### src/acgc_consts.vh
// constants for the converter front-end configuration block
// assumes an apb slave on a 250 MHz clock; offsets are register indices
// Notes on behaviour
// - channel 1 gain is 2 to the power of its 3-bit code, 1 up to 128.
// - channel 0 gain is 2 to the power of its own 3-bit code, 1 up to 128.
// - the 4-bit chop delay code selects 2 shl code modulator periods.
// - with chop on, each measurement waits the delay before accumulating.
// - one enable bit turns chop off at 0 and on at 1, and resets to 0.
// - channel 0 select: 0 pair, 1 shorted, 2 positive test, 3 negative test.
// - channel 1 select offers the same four choices as channel 0.
`ifndef ACGC_CONSTS_VH
`define ACGC_CONSTS_VH
`define ACGC_IDX_GAIN 6'h04
`define ACGC_IDX_CHOP 6'h06
`define ACGC_IDX_CH0 6'h09
`define ACGC_IDX_CH1 6'h0E
`define ACGC_RST_GAIN 16'h0000
`define ACGC_RST_CHOP 16'h0600
`define ACGC_RST_CH 16'h0000
`define ACGC_GAIN_WMASK 16'hFFFF
`define ACGC_CHOP_WMASK 16'hFFFF
`define ACGC_CH_WMASK 16'hFFC7
`define ACGC_GAIN1_LSB 4
`define ACGC_GAIN0_LSB 0
`define ACGC_DLY_LSB 9
`define ACGC_EN_BIT 8
`define ACGC_SEL_LSB 0
`define ACGC_DLY_BASE 18'h00002
`endif

### src/acgc_top.v
// front-end configuration registers and chop settle timer
// assumes apb master on SYS_CLK; MOD_TICK is a modulator-period strobe
`include "acgc_consts.vh"

// two-flop synchroniser for a level from another domain
module acgc_sync #(
    parameter RST_LVL = 1'b0
) (
    // clock and reset
    input wire clk,
    input wire rst_n,
    // level in, synchronised level out
    input wire d,
    output wire q
);
    reg meta_q;
    reg sync_q;

    // only sync_q leaves; meta_q may still be settling
    always @(posedge clk or negedge rst_n) begin
        if (!rst_n) begin
            meta_q <= RST_LVL;
            sync_q <= RST_LVL;
        end else begin
            meta_q <= d;
            sync_q <= meta_q;
        end
    end

    assign q = sync_q;
endmodule // acgc_sync

// one-hot gain from a 3-bit code, doubling per step
module acgc_gain_dec (
    // gain code
    input wire [2:0] code,
    // one-hot gain, 1 up to 128
    output reg [7:0] gain
);
    always @* begin
        case (code)
            3'h0: begin
                gain = 8'h01;
            end
            3'h1: begin
                gain = 8'h02;
            end
            3'h2: begin
                gain = 8'h04;
            end
            3'h3: begin
                gain = 8'h08;
            end
            3'h4: begin
                gain = 8'h10;
            end
            3'h5: begin
                gain = 8'h20;
            end
            3'h6: begin
                gain = 8'h40;
            end
            3'h7: begin
                gain = 8'h80;
            end
            default: begin
                gain = 8'h01;
            end
        endcase
    end
endmodule // acgc_gain_dec

module acgc_top (
    // clock and reset
    input wire SYS_CLK,
    input wire RST_N,
    // apb
    input wire PSEL,
    input wire PENABLE,
    input wire PWRITE,
    input wire [7:0] PADDR,
    input wire [31:0] PWDATA,
    output wire [31:0] PRDATA,
    output wire PREADY,
    output wire PSLVERR,
    // converter timing
    input wire MOD_TICK,
    input wire MEAS_REQ,
    // front-end steering
    output reg [7:0] CH0_GAIN,
    output reg [7:0] CH1_GAIN,
    output reg [1:0] CH0_SEL,
    output reg [1:0] CH1_SEL,
    output reg CHOP_ON,
    output reg SETTLING,
    output reg ACCUM_EN
);
    // register file
    reg [15:0] gain_q;
    reg [15:0] chop_q;
    reg [15:0] ch0_q;
    reg [15:0] ch1_q;
    reg [31:0] rdata_q;
    // settle timer
    reg [17:0] cnt_q;
    reg tick_s3_q;
    // bus decode
    wire [5:0] idx;
    wire aligned;
    wire hit;
    wire wr;
    wire setup;
    // synchronised pins
    wire tick_s2;
    wire req_s2;
    wire tick;
    // chop fields
    wire chop_en;
    wire [3:0] dly_code;
    wire [17:0] dly_periods;
    // decoded gains
    wire [7:0] ch0_gain_d;
    wire [7:0] ch1_gain_d;

    assign idx = PADDR[7:2];
    assign aligned = (PADDR[1:0] == 2'h0);
    assign hit = (idx == `ACGC_IDX_GAIN) ||
                 (idx == `ACGC_IDX_CHOP) ||
                 (idx == `ACGC_IDX_CH0) ||
                 (idx == `ACGC_IDX_CH1);
    assign setup = PSEL && !PENABLE;
    assign wr = PSEL && PENABLE && PWRITE && hit && aligned;
    assign chop_en = chop_q[`ACGC_EN_BIT];
    assign dly_code = chop_q[`ACGC_DLY_LSB+3:`ACGC_DLY_LSB];
    // widest code gives 65536, which still fits the 18-bit counter
    assign dly_periods = `ACGC_DLY_BASE << dly_code;
    assign PREADY = 1'b1;
    assign PSLVERR = PSEL && PENABLE && !(hit && aligned);
    assign PRDATA = rdata_q;

    // modulator tick and request come from another domain
    acgc_sync #(
        .RST_LVL(1'b0)
    ) acgc_sync_tick_i (
        .clk(SYS_CLK),
        .rst_n(RST_N),
        .d(MOD_TICK),
        .q(tick_s2)
    );

    acgc_sync #(
        .RST_LVL(1'b0)
    ) acgc_sync_req_i (
        .clk(SYS_CLK),
        .rst_n(RST_N),
        .d(MEAS_REQ),
        .q(req_s2)
    );

    // gain codes to one-hot
    acgc_gain_dec acgc_gain_dec_ch0_i (
        .code(gain_q[`ACGC_GAIN0_LSB+2:`ACGC_GAIN0_LSB]),
        .gain(ch0_gain_d)
    );

    acgc_gain_dec acgc_gain_dec_ch1_i (
        .code(gain_q[`ACGC_GAIN1_LSB+2:`ACGC_GAIN1_LSB]),
        .gain(ch1_gain_d)
    );

    // gain register; reserved bits stored as written
    always @(posedge SYS_CLK or negedge RST_N) begin
        if (!RST_N) begin
            gain_q <= `ACGC_RST_GAIN;
        end else if (wr && idx == `ACGC_IDX_GAIN) begin
            gain_q <= PWDATA[15:0] & `ACGC_GAIN_WMASK;
        end
    end

    // chop register
    always @(posedge SYS_CLK or negedge RST_N) begin
        if (!RST_N) begin
            chop_q <= `ACGC_RST_CHOP;
        end else if (wr && idx == `ACGC_IDX_CHOP) begin
            chop_q <= PWDATA[15:0] & `ACGC_CHOP_WMASK;
        end
    end

    // channel registers; read-only reserved bits held at zero
    always @(posedge SYS_CLK or negedge RST_N) begin
        if (!RST_N) begin
            ch0_q <= `ACGC_RST_CH;
        end else if (wr && idx == `ACGC_IDX_CH0) begin
            ch0_q <= PWDATA[15:0] & `ACGC_CH_WMASK;
        end
    end

    always @(posedge SYS_CLK or negedge RST_N) begin
        if (!RST_N) begin
            ch1_q <= `ACGC_RST_CH;
        end else if (wr && idx == `ACGC_IDX_CH1) begin
            ch1_q <= PWDATA[15:0] & `ACGC_CH_WMASK;
        end
    end

    // read data registered during setup so it stands in access phase
    always @(posedge SYS_CLK or negedge RST_N) begin
        if (!RST_N) begin
            rdata_q <= 32'h00000000;
        end else if (setup) begin
            case (idx)
                `ACGC_IDX_GAIN: begin
                    rdata_q <= {16'h0000, gain_q};
                end
                `ACGC_IDX_CHOP: begin
                    rdata_q <= {16'h0000, chop_q};
                end
                `ACGC_IDX_CH0: begin
                    rdata_q <= {16'h0000, ch0_q};
                end
                `ACGC_IDX_CH1: begin
                    rdata_q <= {16'h0000, ch1_q};
                end
                default: begin
                    rdata_q <= 32'h00000000;
                end
            endcase
        end
    end

    // decoded steering outputs
    always @(posedge SYS_CLK or negedge RST_N) begin
        if (!RST_N) begin
            CH0_GAIN <= 8'h01;
            CH1_GAIN <= 8'h01;
            CH0_SEL <= 2'h0;
            CH1_SEL <= 2'h0;
            CHOP_ON <= 1'b0;
        end else begin
            CH1_GAIN <= ch1_gain_d;
            CH0_GAIN <= ch0_gain_d;
            CH0_SEL <= ch0_q[`ACGC_SEL_LSB+1:`ACGC_SEL_LSB];
            CH1_SEL <= ch1_q[`ACGC_SEL_LSB+1:`ACGC_SEL_LSB];
            CHOP_ON <= chop_en;
        end
    end

    // edge detect on the synchronised tick, idle low like the pin
    always @(posedge SYS_CLK or negedge RST_N) begin
        if (!RST_N) begin
            tick_s3_q <= 1'b0;
        end else begin
            tick_s3_q <= tick_s2;
        end
    end

    assign tick = tick_s2 && !tick_s3_q;

    // settle timer; a new request restarts the wait
    always @(posedge SYS_CLK or negedge RST_N) begin
        if (!RST_N) begin
            cnt_q <= 18'h00000;
            SETTLING <= 1'b0;
            ACCUM_EN <= 1'b0;
        end else if (!req_s2) begin
            SETTLING <= 1'b0;
            ACCUM_EN <= 1'b0;
            cnt_q <= 18'h00000;
        end else if (!chop_en) begin
            SETTLING <= 1'b0;
            ACCUM_EN <= 1'b1;
        end else if (!SETTLING && !ACCUM_EN) begin
            SETTLING <= 1'b1;
            cnt_q <= dly_periods;
        end else if (SETTLING && tick) begin
            if (cnt_q == 18'h00001) begin
                SETTLING <= 1'b0;
                ACCUM_EN <= 1'b1;
            end
            cnt_q <= cnt_q - 18'h00001;
        end
    end
endmodule // acgc_top

### config.mk
export PLATFORM = sky130hd
export DESIGN_NAME = acgc_top
export DESIGN_NICKNAME = d
export VERILOG_FILES = /design/src/acgc_top.v
export VERILOG_INCLUDE_DIRS = /design/src
export SDC_FILE = /design/constraint.sdc
export NUM_CORES = 1
export LEC_CHECK = 0
export ABC_AREA = 1
export BUFFER_PORTS_ARGS = -buffer_cell sky130_fd_sc_hd__buf_2
export CAP_MARGIN = 20
export CORE_ASPECT_RATIO = 1.2
export CORE_MARGIN = 3
export CORE_UTILIZATION = 45
export DETAILED_ROUTE_END_ITERATION = 16
export GPL_TIMING_DRIVEN = 0
export PLACE_DENSITY = 0.69
export REMOVE_ABC_BUFFERS = 1
export SETUP_SLACK_MARGIN = 0.02
export SKIP_LAST_GASP = 1
export SLEW_MARGIN = 20
export SYNTH_ARGS = -nofsm -noshare
export SYNTH_HDL_FRONTEND = slang
export SYNTH_SLANG_ARGS = --single-unit
### constraint.sdc
create_clock -name SYS_CLK -period 1.45 [get_ports SYS_CLK]
set_input_delay 0.435 -clock SYS_CLK [delete_from_list [all_inputs] [get_ports SYS_CLK]]
set_output_delay 0.435 -clock SYS_CLK [all_outputs]
set_load 0.01 [all_outputs]
==> reports/summary.txt <==
first-pass GRT wire length = 25.2 mm
synthesized area = 5830 um^2
1st-iter DRT viols = 479
Power Dens Cells = 1150 nW/um^2
peak supply drop = 0.000825 V
Setup CP Type = flop to flop
placed wire-length estimate = 9.17 mm
clock latency on the worst-skew pair = 420 ps
Yosys top cell by area = dfrtp_1
M1 WL = 6.81 mm
H-tree depth = 4
row cnt = 44
total power = 9.11 mW
die area = 14400 um^2
drt total wl = 17.9 mm
CTS Buffer Depth = 2
Max Clock Skew = 5.91 ps
share of layout cells above drive strength 1 = 28.2%
CTS tree = yes
wire length on met3 = 1.07 mm
grt ovf = 0
#FFs+latches synth = 120
outcome = finished with violations
Worst slew margin = 63.1%
max cap viols = 0
Sum Neg Setup Slack = -1640 ps
Ports = 104
final critical-path required period = 1720 ps
number of global-route vias before repair = 5102
Die Span Y = 131 um
worst setup margin = -271 ps
GRT Overall Usage = 22.9%
worst endpoint data arrival time = 2020 ps
post-synth cell types = 30
CTS hold repair buffers = 0
top post-synthesis cells by count = 350 x nand2_1, 116 x dfrtp_1, 55 x inv_1, 47 x nor2_1, 30 x nand3_1
Area growth, synth to finish = 36.3%
CORE AREA = 12400 um^2
vias per inst = 5.35
DRT antenna net count = 0
Max FO, Critical Path = 5
DR vias = 5644
clk sinks = 120
root buffer cell = clkbuf_16
DRC violations left = 0
period utilization = 119%
Ant. Diodes = 0
placed cells = 955
Top Metal Used = met4
Yosys top cell area share = 49.8%
Primary FF master, synth = dfrtp_1
Slew Limit Fails = 0
CTS clk-pin slew, worst paths = 60 ps
final core occ = 64.1%
synth warn = 0
Seq/Total Area, Yosys = 51.6%
CP Launch Type = flop
largest net degree at the start of global routing = 64
IO Port Bufs = 70
number of synthesized flops with an enable pin = 0
endpoints failing hold = 0
crit path capture type = flop
most numerous cell in the Yosys netlist = nand2_1
Initial Util = 47.0%
CTS Buf Count = 17
Post-Synthesis Cells = 745
initial antenna violation count = 0
Routed WL per cell = 17.0 um
DR pass1 iterations = 10
top post-synthesis cells by area = dfrtp_1 50%, nand2_1 23%, inv_1 3.5%, nor2_1 3.0%, buf_4 2.8%
Peak Freq = 581 MHz
Worst EP required = 1750 ps
unrepaired setup endpoints after global routing = true
Slew @ Worst Pin = 554 ps
Final setup viols = 31
Cell Count, Final, Fillers Out = 1054
# nets final = 929
failing checks = setup timing
Leakage = 4.16 nW
Avg Inst Size Synth = 7.82 um^2
met2 routed WL = 9.15 mm
die width = 110 um
GPL Wtd Cong = 0.898
worst hold path type = primary input to async pin
Async SR Flop Fraction = 100%
## path summary, 6_finish.rpt
check	start	to	slack (ps)	depth (start not counted)
max	cnt_q[3]	cnt_q[16]	-270	8
min	RST_N	cnt_q[13]	1	1
max reg2reg	cnt_q[3]	cnt_q[16]	-270	8
min reg2reg	acgc_sync_tick_i.meta_q	acgc_sync_tick_i.q	350	0
max in group asynchronous	RST_N	chop_q[10]	710	2
min in group SYS_CLK	MOD_TICK	acgc_sync_tick_i.meta_q	130	1
## report_power, final
group	leakage (nW)	switching, mW	internal (mW)
clock network	0.293	1.57	2.92
registers	1.63	0.0837	3.42
logic	2.24	0.728	0.393
total	4.16	2.38	6.74
## routing by layer
layer / vias up / global-route usage (%)
li1: 2583 / -
met1: 2686 / 28.3
met2: 296 / 38.6
met3: 79 / 5.60
met4: 0 / 9.32
met5: - / 0
## through the flow
| stage | hold slack [ps] | area (um^2) | setup WS [ps] |
|---|---|---|---|
| CTS | 13.8 | 7370 | -178 |
| global route | 33.1 | 7940 | -270 |
| detailed placement | 337 | 6220 | -1210 |
| finish | 1.37 | 7940 | -271 |
| global placement | 332 | 6190 | -1640 |
| floorplan | 139 | 5640 | -329 |
## registers in the layout (all words and copies together), names as in the netlist
register,flops
cnt_q,18
ACCUM_EN,1
CH0_GAIN,8
CH0_SEL,2
PRDATA,16
ch0_q,13
SETTLING,1
acgc_sync_req_i.q,1
tick_s3_q,1
CHOP_ON,1
chop_q,16
acgc_sync_req_i.meta_q,1
CH1_GAIN,8
acgc_sync_tick_i.q,1
CH1_SEL,2
ch1_q,13
acgc_sync_tick_i.meta_q,1
gain_q,16
## repair_timing
action,CTS,global route
setup endpoints to repair,95,95
resized for setup,45,82
setup buffers,37,26
gates cloned,4,1
pin swaps,13,30
## cell families after synthesis
| logic type | count (synthesis) | synth area share, % |
|---|---|---|
| compound gates | 42 | 3.84 |
| xor+xnor | 1 | 0.150 |
| fa+ha+maj | 2 | 0.429 |
| buf+inv | 94 | 7.92 |
| flops | 120 | 51.6 |
| other cells | 2 | 0.129 |
| simple gates | 484 | 35.9 |
## placed cells by master (no fill, tap or decap), types with 2 or more instances in the layout
cell type	instances
nand2_1	340
dfrtp_1	114
buf_2	63
inv_1	46
buf_4	37
nor2_1	31
nand3_1	23
buf_6	22
nor2_4	19
nand4_1	18
clkbuf_16	18
conb_1	17
nor3_1	16
o21ai_0	11
o21ai_1	11
buf_12	10
clkinvlp_4	9
nand3_4	7
nor2_2	7
nand2_2	7
nand3_2	6
a21oi_1	5
o21ai_2	5
dfstp_2	4
inv_2	4
a21oi_2	4
nor3_2	4
clkinv_4	4
bufinv_16	4
clkbuf_1	3
dfrtp_2	2
nand4_4	2
a21oi_4	2
nand2_4	2
o21ai_4	2
## worst max-delay path, stage by stage (launching register included)
cell and delay, ps:
dfrtp_1 480, nor2_2 250, nand2_4 150, nor2_4 180, nand2_1 70, nand2_1 120
nand3_1 170, nand2_1 130, nand2_1 60
## layout make-up
class | count | area [um^2]
fill | 988 | 4450
sequential | 120 | 3010
multi-input combinational | 549 | 2760
timing repair buffer | 134 | 1090
clock buffer | 21 | 450
inverter | 57 | 240
tap | 161 | 201
clock inverter | 11 | 174
timing repair inverter | 1 | 7.51
Note: power is estimated with default switching activity, not from simulation.
